--- src/design/usb_legacy_pkg.sv ---
package usb_legacy_pkg;

  // ----------------------------------------------------------------------
  // Bus and register map
  // ----------------------------------------------------------------------
  localparam int unsigned ADDR_W         = 8;
  localparam int unsigned DATA_W         = 32;
  localparam int unsigned STRB_W         = DATA_W / 8;
  localparam logic [ADDR_W-1:0] ROUTE_OFS      = 8'h64;
  localparam logic [ADDR_W-1:0] LEGCAP_OFS     = 8'h70;
  localparam logic [ADDR_W-1:0] CTLSTS_OFS     = 8'h74;
  localparam logic [ADDR_W-1:0] IRQ_STATUS_OFS = 8'h80;
  localparam logic [ADDR_W-1:0] IRQ_ENABLE_OFS = 8'h84;
  localparam logic [ADDR_W-1:0] IRQ_CLEAR_OFS  = 8'h88;
  localparam logic [1:0]        ALIGN_ZERO     = 2'h0;

  // ----------------------------------------------------------------------
  // Field layout
  // ----------------------------------------------------------------------
  localparam int unsigned ROUTE_W        = 7;
  localparam int unsigned ROUTE_LSB      = 1;
  localparam int unsigned ROUTE_MSB      = 7;
  localparam int unsigned PORT0_BIT      = 0;
  localparam int unsigned ROUTE_RSV_LSB  = 8;
  localparam int unsigned ROUTE_RSV_MSB  = 15;
  localparam int unsigned OS_SEM_BIT     = 24;
  localparam int unsigned FW_SEM_BIT     = 16;
  localparam int unsigned CAP_RSV_HI_LSB = 25;
  localparam int unsigned CAP_RSV_HI_MSB = 31;
  localparam int unsigned CAP_RSV_LO_LSB = 17;
  localparam int unsigned CAP_RSV_LO_MSB = 23;
  localparam int unsigned NCP_LSB        = 8;
  localparam int unsigned NCP_MSB        = 15;
  localparam int unsigned CAPID_LSB      = 0;
  localparam int unsigned CAPID_MSB      = 7;
  localparam int unsigned SMI_FLAG_BIT   = 29;
  localparam int unsigned SMI_EN_BIT     = 13;

  // ----------------------------------------------------------------------
  // Constant and reset values
  // ----------------------------------------------------------------------
  localparam logic [7:0]        NEXT_CAP_PTR = 8'h00;
  localparam logic [7:0]        CAP_ID       = 8'h01;
  localparam logic [ROUTE_W-1:0] ROUTE_RST   = 7'h00;
  localparam logic [DATA_W-1:0] WORD_ZERO    = 32'h00000000;

  // ----------------------------------------------------------------------
  // Interrupt events
  // ----------------------------------------------------------------------
  localparam int unsigned EVT_W     = 3;
  localparam int unsigned EVT_OS    = 0;
  localparam int unsigned EVT_FW    = 1;
  localparam int unsigned EVT_ROUTE = 2;

  typedef enum logic [0:0] {
    APB_IDLE   = 1'b0,
    APB_ANSWER = 1'b1
  } apb_state_t;

endpackage

--- src/design/irq_if.sv ---
`timescale 1ns/1ps
interface irq_if #(parameter int unsigned N = 3);
  logic [N-1:0] event_set;
  logic         enable_wr;
  logic         clear_wr;
  logic [N-1:0] wr_data;
  logic [N-1:0] status;
  logic [N-1:0] enable;
  logic         irq;

  modport regs (output event_set, enable_wr, clear_wr, wr_data,
                input  status, enable, irq);
  modport unit (input  event_set, enable_wr, clear_wr, wr_data,
                output status, enable, irq);
endinterface // irq_if

--- src/design/event_irq_unit.sv ---
`timescale 1ns/1ps
module event_irq_unit #(
  parameter int unsigned N = 3
) (
  // Clock and reset
  input wire logic pclk,
  input wire logic presetn,
  // Register side
  irq_if.unit      bus
);

  // ----------------------------------------------------------------------
  // Checks
  // ----------------------------------------------------------------------
  if (N < 1 || N > 32) begin : g_chk
    $error("event_irq_unit: N must be 1 to 32");
  end

  logic [N-1:0] status_q;
  logic [N-1:0] enable_q;
  logic         irq_q;

  // Set beats clear so an event in the clearing cycle survives
  always_ff @(posedge pclk or negedge presetn) begin
    if (!presetn) begin
      status_q <= '0;
    end else begin
      status_q <= bus.event_set |
                  (status_q & ~({N{bus.clear_wr}} & bus.wr_data));
    end
  end

  always_ff @(posedge pclk or negedge presetn) begin
    if (!presetn) begin
      enable_q <= '0;
    end else if (bus.enable_wr) begin
      enable_q <= bus.wr_data;
    end
  end

  always_ff @(posedge pclk or negedge presetn) begin
    if (!presetn) begin
      irq_q <= 1'b0;
    end else begin
      irq_q <= |(status_q & enable_q);
    end
  end

  assign bus.status = status_q;
  assign bus.enable = enable_q;
  assign bus.irq    = irq_q;
endmodule // event_irq_unit

--- src/design/usb_legacy_ownership_regs.sv ---
// Decided for this implementation: the APB register port.
`timescale 1ns/1ps
// Behaviour
// - Reserved bits of routing and capability registers always read zero.
// - Each set routing mask bit hands its port to the companion controller.
// - Port-0 routing bit is read-only zero; port 0 stays on the debug path.
// - Next-capability pointer reads 00h, ending the capability list.
// - Capability identifier reads 01h, marking legacy support.
// - Any OS semaphore change sets the SMI flag; writing one clears it.
// - A read/write enable gates SMI for ownership changes.
module usb_legacy_ownership_regs (
  // Clock and reset
  input  wire logic                          pclk,
  input  wire logic                          presetn,
  // APB slave
  input  wire logic                          psel,
  input  wire logic                          penable,
  input  wire logic                          pwrite,
  input  wire logic [usb_legacy_pkg::ADDR_W-1:0] paddr,
  input  wire logic [usb_legacy_pkg::DATA_W-1:0] pwdata,
  input  wire logic [usb_legacy_pkg::STRB_W-1:0] pstrb,
  output logic      [usb_legacy_pkg::DATA_W-1:0] prdata,
  output logic                               pready,
  output logic                               pslverr,
  // Controller side
  output logic      [usb_legacy_pkg::ROUTE_W-1:0] companion_route,
  output logic                               os_owned,
  output logic                               fw_owned,
  output logic                               smi,
  output logic                               irq
);

  import usb_legacy_pkg::*;

  // ----------------------------------------------------------------------
  // Bus state
  // ----------------------------------------------------------------------
  apb_state_t           state_q;
  logic [DATA_W-1:0]    prdata_q;
  logic                 pready_q;
  logic                 pslverr_q;
  logic [DATA_W-1:0]    rdata_c;
  logic                 hit_c;
  logic [DATA_W-1:0]    wmask;
  logic                 fire;
  logic                 wr_fire;

  // Register state
  logic [ROUTE_W-1:0]   route_q;
  logic                 os_sem_q;
  logic                 fw_sem_q;
  logic                 smi_flag_q;
  logic                 smi_en_q;
  logic                 smi_q;

  logic [DATA_W-1:0]    route_word;
  logic [DATA_W-1:0]    cap_word;
  logic [DATA_W-1:0]    ctl_word;
  logic [DATA_W-1:0]    route_new;
  logic [DATA_W-1:0]    cap_new;
  logic [DATA_W-1:0]    ctl_new;
  logic                 wr_route;
  logic                 wr_cap;
  logic                 wr_ctl;
  logic                 os_change;
  logic                 fw_change;
  logic                 route_change;
  logic                 aligned;

  irq_if #(.N(EVT_W)) ev ();

  // ----------------------------------------------------------------------
  // Byte lanes
  // ----------------------------------------------------------------------
  for (genvar i = 0; i < STRB_W; i++) begin : g_lane
    assign wmask[i*8 +: 8] = {8{pstrb[i]}};
  end

  function automatic logic [DATA_W-1:0] merge(
    input logic [DATA_W-1:0] old_v,
    input logic [DATA_W-1:0] new_v,
    input logic [DATA_W-1:0] m
  );
    merge = (new_v & m) | (old_v & ~m);
  endfunction

  // ----------------------------------------------------------------------
  // Read words
  // ----------------------------------------------------------------------
  always_comb begin
    route_word = WORD_ZERO;
    route_word[ROUTE_MSB:ROUTE_LSB] = route_q;
    route_word[PORT0_BIT] = 1'b0;
    cap_word = WORD_ZERO;
    cap_word[OS_SEM_BIT] = os_sem_q;
    cap_word[FW_SEM_BIT] = fw_sem_q;
    cap_word[NCP_MSB:NCP_LSB] = NEXT_CAP_PTR;
    cap_word[CAPID_MSB:CAPID_LSB] = CAP_ID;
    ctl_word = WORD_ZERO;
    ctl_word[SMI_FLAG_BIT] = smi_flag_q;
    ctl_word[SMI_EN_BIT] = smi_en_q;
  end

  assign aligned = (paddr[1:0] == ALIGN_ZERO);

  always_comb begin
    rdata_c = WORD_ZERO;
    hit_c   = aligned;
    case (paddr)
      ROUTE_OFS:      rdata_c = route_word;
      LEGCAP_OFS:     rdata_c = cap_word;
      CTLSTS_OFS:     rdata_c = ctl_word;
      IRQ_STATUS_OFS: rdata_c[EVT_W-1:0] = ev.status;
      IRQ_ENABLE_OFS: rdata_c[EVT_W-1:0] = ev.enable;
      IRQ_CLEAR_OFS:  rdata_c = WORD_ZERO;
      default:        hit_c = 1'b0;
    endcase
  end

  // ----------------------------------------------------------------------
  // APB handshake
  // ----------------------------------------------------------------------
  // One wait state buys registered read data and error
  assign fire    = psel && penable && pready_q;
  assign wr_fire = fire && pwrite && !pslverr_q;

  always_ff @(posedge pclk or negedge presetn) begin
    if (!presetn) begin
      state_q   <= APB_IDLE;
      pready_q  <= 1'b0;
      prdata_q  <= WORD_ZERO;
      pslverr_q <= 1'b0;
    end else begin
      case (state_q)
        APB_IDLE: begin
          if (psel && penable) begin
            state_q   <= APB_ANSWER;
            pready_q  <= 1'b1;
            prdata_q  <= pwrite ? WORD_ZERO : rdata_c;
            pslverr_q <= !hit_c || (pwrite && paddr == IRQ_STATUS_OFS);
          end
        end
        APB_ANSWER: begin
          state_q   <= APB_IDLE;
          pready_q  <= 1'b0;
          pslverr_q <= 1'b0;
        end
        default: begin
          state_q  <= APB_IDLE;
          pready_q <= 1'b0;
        end
      endcase
    end
  end

  // ----------------------------------------------------------------------
  // Register writes
  // ----------------------------------------------------------------------
  assign wr_route  = wr_fire && paddr == ROUTE_OFS;
  assign wr_cap    = wr_fire && paddr == LEGCAP_OFS;
  assign wr_ctl    = wr_fire && paddr == CTLSTS_OFS;
  assign route_new = merge(route_word, pwdata, wmask);
  assign cap_new   = merge(cap_word, pwdata, wmask);
  assign ctl_new   = merge(ctl_word, pwdata, wmask);

  assign os_change    = wr_cap && (cap_new[OS_SEM_BIT] != os_sem_q);
  assign fw_change    = wr_cap && (cap_new[FW_SEM_BIT] != fw_sem_q);
  assign route_change = wr_route &&
                        (route_new[ROUTE_MSB:ROUTE_LSB] != route_q);

  always_ff @(posedge pclk or negedge presetn) begin
    if (!presetn) begin
      route_q <= ROUTE_RST;
    end else if (wr_route) begin
      route_q <= route_new[ROUTE_MSB:ROUTE_LSB];
    end
  end

  // Semaphores are plain storage; the handoff protocol is software's
  always_ff @(posedge pclk or negedge presetn) begin
    if (!presetn) begin
      os_sem_q <= 1'b0;
      fw_sem_q <= 1'b0;
    end else if (wr_cap) begin
      os_sem_q <= cap_new[OS_SEM_BIT];
      fw_sem_q <= cap_new[FW_SEM_BIT];
    end
  end

  // Set wins over a same-cycle write-one clear
  always_ff @(posedge pclk or negedge presetn) begin
    if (!presetn) begin
      smi_flag_q <= 1'b0;
    end else if (os_change) begin
      smi_flag_q <= 1'b1;
    end else if (wr_ctl && pwdata[SMI_FLAG_BIT] && wmask[SMI_FLAG_BIT]) begin
      smi_flag_q <= 1'b0;
    end
  end

  always_ff @(posedge pclk or negedge presetn) begin
    if (!presetn) begin
      smi_en_q <= 1'b0;
    end else if (wr_ctl) begin
      smi_en_q <= ctl_new[SMI_EN_BIT];
    end
  end

  always_ff @(posedge pclk or negedge presetn) begin
    if (!presetn) begin
      smi_q <= 1'b0;
    end else begin
      smi_q <= smi_flag_q && smi_en_q;
    end
  end

  // ----------------------------------------------------------------------
  // Interrupt unit
  // ----------------------------------------------------------------------
  always_comb begin
    ev.event_set            = '0;
    ev.event_set[EVT_OS]    = os_change;
    ev.event_set[EVT_FW]    = fw_change;
    ev.event_set[EVT_ROUTE] = route_change;
  end
  assign ev.enable_wr = wr_fire && paddr == IRQ_ENABLE_OFS && pstrb[0];
  assign ev.clear_wr  = wr_fire && paddr == IRQ_CLEAR_OFS && pstrb[0];
  assign ev.wr_data   = pwdata[EVT_W-1:0];

  event_irq_unit #(.N(EVT_W)) u_irq (
    .pclk    (pclk),
    .presetn (presetn),
    .bus     (ev)
  );

  // ----------------------------------------------------------------------
  // Outputs
  // ----------------------------------------------------------------------
  assign prdata          = prdata_q;
  assign pready          = pready_q;
  assign pslverr         = pslverr_q;
  assign companion_route = route_q;
  assign os_owned        = os_sem_q;
  assign fw_owned        = fw_sem_q;
  assign smi             = smi_q;
  assign irq             = ev.irq;
endmodule // usb_legacy_ownership_regs

--- config.mk ---
export PLATFORM = sky130hd
export DESIGN_NAME = usb_legacy_ownership_regs
export DESIGN_NICKNAME = d
export VERILOG_FILES = /design/src/design/usb_legacy_pkg.sv /design/src/design/irq_if.sv /design/src/design/event_irq_unit.sv /design/src/design/usb_legacy_ownership_regs.sv
export SDC_FILE = /design/constraint.sdc
export NUM_CORES = 1
export LEC_CHECK = 0
export BUFFER_PORTS_ARGS = -buffer_cell sky130_fd_sc_hd__buf_2
export CAP_MARGIN = 5
export CELL_PAD_IN_SITES_DETAIL_PLACEMENT = 0
export CELL_PAD_IN_SITES_GLOBAL_PLACEMENT = 1
export CORE_MARGIN = 5
export CORE_UTILIZATION = 36
export DETAILED_ROUTE_END_ITERATION = 8
export GPL_ROUTABILITY_DRIVEN = 0
export PLACE_DENSITY = 0.86
export RECOVER_POWER = 25
export SYNTH_ARGS = -nofsm -noshare
export SYNTH_HDL_FRONTEND = slang
export SYNTH_SLANG_ARGS = --single-unit
--- constraint.sdc ---
create_clock -name pclk -period 3.7 [get_ports pclk]
set_input_delay 0.37 -clock pclk [delete_from_list [all_inputs] [get_ports pclk]]
set_output_delay 0.37 -clock pclk [all_outputs]
set_load 0.02 [all_outputs]
=== Word-level counts from Yosys, hierarchy flattened ===
Cells that the tools add are included.

* Equal/unequal tests: 10
* Bitwise operators: 14
* Muxes and demuxes: 12
* Reductions and logical operators: 26

{| class="wikitable"
|+ Operator list
! operator !! number
|-
| $pmux 27 s3 || 1
|-
| $and 25x25->25 || 2
|-
| $mux 32 || 1
|-
| $not 25->25 || 1
|-
| $or 25x25->25 || 1
|-
| $eq 8x7->1 const B || 3
|-
| $eq 8x8->1 const B || 3
|-
| $logic_and 1x1->1 || 18
|-
| $and 14x14->14 || 1
|-
| $or 14x14->14 || 1
|-
| $pmux 3 s4 || 1
|-
| $and 3x3->3 || 3
|-
| $and 8x8->8 || 1
|-
| $or 8x8->8 || 1
|-
| $ne 7x7->1 || 1
|-
| $mux 1 || 6
|-
| $pmux 1 s2 || 3
|-
| $reduce_or 6->1 || 1
|-
| $not 3->3 || 1
|-
| $or 3x3->3 || 1
|-
| $reduce_or 3->1 || 1
|-
| $logic_not 1->1 || 2
|-
| $logic_not 2->1 || 1
|-
| $ne 1x1->1 || 2
|-
| 5 further kinds || 5
|}

* Input port bits: 49
* Flip-flop bits (word level): 54
* Word-level logic and storage cells: 75
* Output and inout port bits: 45

=== Depth between registers and ports, before layout ===
* Word-level depth: 10
* Gate-level depth with buffers: 5
* Mapped depth without buffers: 5

=== Cells and area by module ===
A second synthesis with hierarchy kept.

* Cell total of the unflattened synthesis: 165
* Area total of the unflattened synthesis: 1828.0 µm²

{| class="wikitable"
|+ Modules (own cells, without submodules)
! module !! times used !! area an instance (µm²) !! seq. area each (µm²) !! cells each
|-
| usb_legacy_ownership_regs || 1 || 1571.5 || 675.6 || 147
|-
| event_irq_unit || 1 || 256.5 || 175.2 || 18
|}

=== Worst setup path after synthesis ===
No wires, ideal clock.

* Path kind: input port to flip-flop
* Start point: input paddr[2] (netlist bit)
* End point: register os_sem_q (netlist: os_owned)
* Data required time: 3.573 ns
* Arrival time: 1.474 ns
* Setup time: 0.127 ns
* Buffers on the path: 1
* Slack: 2.099 ns
* Cell stages on the path: 5
* Path through: buf_4 > nor4_1 > and3_2 > and3_2 > mux2_1

* Cells in the longest elaborated chain, start to end: 2

{| class="wikitable"
|+ RTL lines
! element !! line !! text
|-
| start, declared || usb_legacy_ownership_regs.sv:19 || <nowiki>input wire logic [usb_legacy_pkg::ADDR_W-1:0] paddr,</nowiki>
|-
| $eq 8x7->1 || usb_legacy_ownership_regs.sv:160 || <nowiki>assign wr_cap = wr_fire && paddr == LEGCAP_OFS;</nowiki>
|-
| $logic_and 1x1->1 || usb_legacy_ownership_regs.sv:160 ||
|-
| end signal, assigned || usb_legacy_ownership_regs.sv:185 || <nowiki>os_sem_q <= cap_new[OS_SEM_BIT];</nowiki>
|-
| end, declared || usb_legacy_ownership_regs.sv:50 || <nowiki>logic os_sem_q;</nowiki>
|}

Every way passes these cells.
A chain may end at the register's enable or synchronous reset.

=== Worst setup path after layout ===
* Start point: register state_q
* End point: register prdata_q[1] (netlist: prdata[1])

* Cells in the longest elaborated chain, start to end: 2

{| class="wikitable"
|+ RTL lines
! element !! line !! text
|-
| start, declared || usb_legacy_ownership_regs.sv:38 || <nowiki>apb_state_t state_q;</nowiki>
|-
| start signal, assigned || usb_legacy_ownership_regs.sv:129 || <nowiki>state_q <= APB_IDLE;</nowiki>
|-
| start signal, assigned || usb_legacy_ownership_regs.sv:137 || <nowiki>state_q <= APB_ANSWER;</nowiki>
|-
| start signal, assigned || usb_legacy_ownership_regs.sv:144 || <nowiki>state_q <= APB_IDLE;</nowiki>
|-
| $not 1->1 || -- ||
|-
| $reduce_and 2->1 (no source line) || -- ||
|-
| end signal, assigned || usb_legacy_ownership_regs.sv:139 || <nowiki>prdata_q <= pwrite ? WORD_ZERO : rdata_c;</nowiki>
|-
| end, declared || usb_legacy_ownership_regs.sv:39 || <nowiki>logic [DATA_W-1:0] prdata_q;</nowiki>
|}

Every way passes these cells.

==> flow_summary.yaml <==
clock_network:
  cts_hold_buf: 0
  clock_sinks: 34
  cts_setup_buffers: 0
  cts_tree: "yes"
  clock_latency_ns: 0.28
  cts_resized: 0
  root_buffer: "clkbuf_8"
  cts_buffers: 5
  clockBufferDepth: 2
  htreeDepth: 2
  clk_pin_slew_ns: 0.07
placement:
  dp_hpwl_mm: 3.13
  io_buffers: 53
  dp.cells: 270
layout:
  finalCoreUtilization_pct: 44.9
  areaGrowthSynthToFinish_pct: 19.4
  drive_gt1_share_pct: 39.3
  n_antenna_cell: 0
  fillers: 492
  final_cells: 278
  fin_nets: 259
setup_path:
  cp-end-kind: "flop"
  reg2reg_depth: 5
  worstSetupStartpoint: "state_q"
  worstPathRequired_ns: 3.92
  critical_path_class: "reg -> reg"
  r2r_start: "state_q"
  path_max_fanout: 15
  crit_path_start_kind: "flop"
  worstPathArrival_ns: 1.94
drt:
  wire_per_inst_um: 14.5
  wl_met1_mm: 1.72
  first_pass_iters: 4
  top_layer_used: "met4"
  met2_length_mm: 1.99
  drt_iter0_drc: 79
  dr_total_vias: 1326
  drc: 0
  wl_met3_um: 248
  vias_per_cell: 4.77
  drt_wl_total_mm: 4.04
  ant_nets: 0
logic_synthesis:
  ys_seq_elements: 34
  syn_area_per_cell_um2: 11.8
  synthArstFlopShare_pct: 100
  synth_seq_area_share_pct: 47.3
  syn_area_um2: 1800
  ys_types: 43
  synth_warnings: 0
  syn_inst: 153
  synth-edff-count: 0
  synth_flop_cell: "dfrtp_1"
global_route:
  grt_pass1_wl_mm: 6.81
  antenna_found_initial: 0
  overflow: 0
  grt.total_usage_pct: 13.6
  grt_start_max_net_pins: 35
  grt_pass1_vias: 1402
run_status:
  status: "finished with violations"
  violations: "max-capacitance violations, max-slew violations"
min_path:
  whs_path_depth: 2
  hp-start: "pwdata[13]"
  hold_class: "in -> reg"
sta:
  hold_viol_final: 0
  clock_skew_ns: 0.00868
  rsz0062_at_grt: "false"
  finalCritPeriodShare_pct: 46.5
  finalSetupViolations: 0
  maxSlewHeadroom_pct: -21.3
  tightest_slew_ns: 1.82
  whs_ns: 0.313
  clock.fmax_mhz: 581
  maxSlewViolCount: 35
  period_needed_ns: 1.72
  tns_ns: 0
run:
  drv_cap: 1
die:
  fp.dieW_um: 80.7
  dieArea_um2: 6510
  die_h_um: 80.7
  rows: 25
  core_area_um2: 4790
  ios: 94
  initial_core_util_pct: 37.6
power_and_ir_drop:
  power.density_nw_per_um2: 343
  p_leak_nw: 1.16
  ir_worst_vdd_uv: 144
## worst paths after layout
| check | to | slack [ns] |
|---|---|---|
| min in group asynchronous | smi | 0.57 |
| min reg2reg | pready | 0.46 |
| max | prdata[1] | 1.98 |
| max reg2reg | prdata[1] | 1.98 |
| min | flop | 0.31 |
| max in group asynchronous | prdata[2] | 2.07 |
## layout make-up
type	count	area (um^2)	share of cell area, %
well taps	67	83.8	3.90
inverters	2	7.51	0.350
clock inverters	1	5.00	0.233
clock buffers	7	86.3	4.02
flip-flops and latches	34	851	39.6
multi-input cells	114	850	39.6
repair buffers	53	264	12.3
## cell usage in the layout, fill, tap and decap left out, drive strengths merged, types with 3 or more instances in the layout
| cell type | instances |
|---|---|
| a22o | 7 |
| and2 | 4 |
| and3 | 3 |
| buf | 52 |
| clkbuf | 8 |
| conb | 20 |
| dfrtp | 34 |
| mux2 | 13 |
| mux2i | 3 |
| nand2 | 8 |
| nand3 | 3 |
| nand4 | 7 |
| nor2 | 7 |
| nor4 | 3 |
| o21ai | 4 |
| xnor2 | 5 |
| xor2 | 4 |
## flip-flops by register name, indices dropped and copies added (netlist names), named ones only
register and count:
prdata 12, companion_route 7, u_irq.bus.enable 3, u_irq.bus.status 3, fw_owned 1, os_owned 1, pready 1, pslverr 1
smi 1, smi_flag_q 1, state_q 1, u_irq.bus.irq 1
## layer usage
layer | vias up | track usage (%)
met2 | 42 | 22.6
met4 | 0 | 5.57
met3 | 8 | 3.59
met1 | 636 | 16.6
met5 | - | 0
li1 | 640 | -
## worst max-delay path, stage by stage, from the launching register on
cell      delay (ns)
dfrtp_1         0.40
nand3b_1        0.50
inv_1           0.35
nand3_1         0.13
o21ai_0         0.18
a21o_1          0.10
## synthesized netlist by cell type, types with 3 or more instances
library cell	n	area, um^2
dfrtp_1	34	851
buf_4	21	158
mux2_2	10	113
nand2_1	8	30.0
a22o_1	7	61.3
nand4_1	6	37.5
nor2_1	6	22.5
xnor2_1	5	43.8
and2_1	4	25.0
o21ai_0	4	20.0
xor2_1	4	35.0
mux2i_1	3	30.0
nor4_1	3	18.8
## kinds of logic (layout without fill, tap and decap cells)
group | Yosys count | count (layout) | synth area share, %
DFF | 34 | 34 | 47.3
xor gates and xnor gates | 9 | 9 | 4.38
buffers and inverters | 24 | 63 | 9.39
other | 1 | 20 | 0.209
muxes | 16 | 16 | 10.2
and+or+nand+nor | 48 | 48 | 19.3
AOI/OAI and AO/OA | 21 | 21 | 9.12
## per-stage QoR
step                setup slack [ns]  power (W)  area (um^2)
global route                    1.67   0.000775         2150
global placement                1.92   0.000467         2060
floorplan                       2.10   0.000445         1870
finish                          1.98   0.000737         2150
detailed placement              1.87   0.000468         2060
CTS                             1.95   0.000746         2150
## power breakdown
| part | total (W) | internal (W) | switching, W |
|---|---|---|---|
| registers | 0.000380 | 0.000376 | 0.00000442 |
| logic | 0.0000802 | 0.0000232 | 0.0000570 |
| clock network | 0.000277 | 0.000150 | 0.000127 |
(Power assumes the default switching activity.)
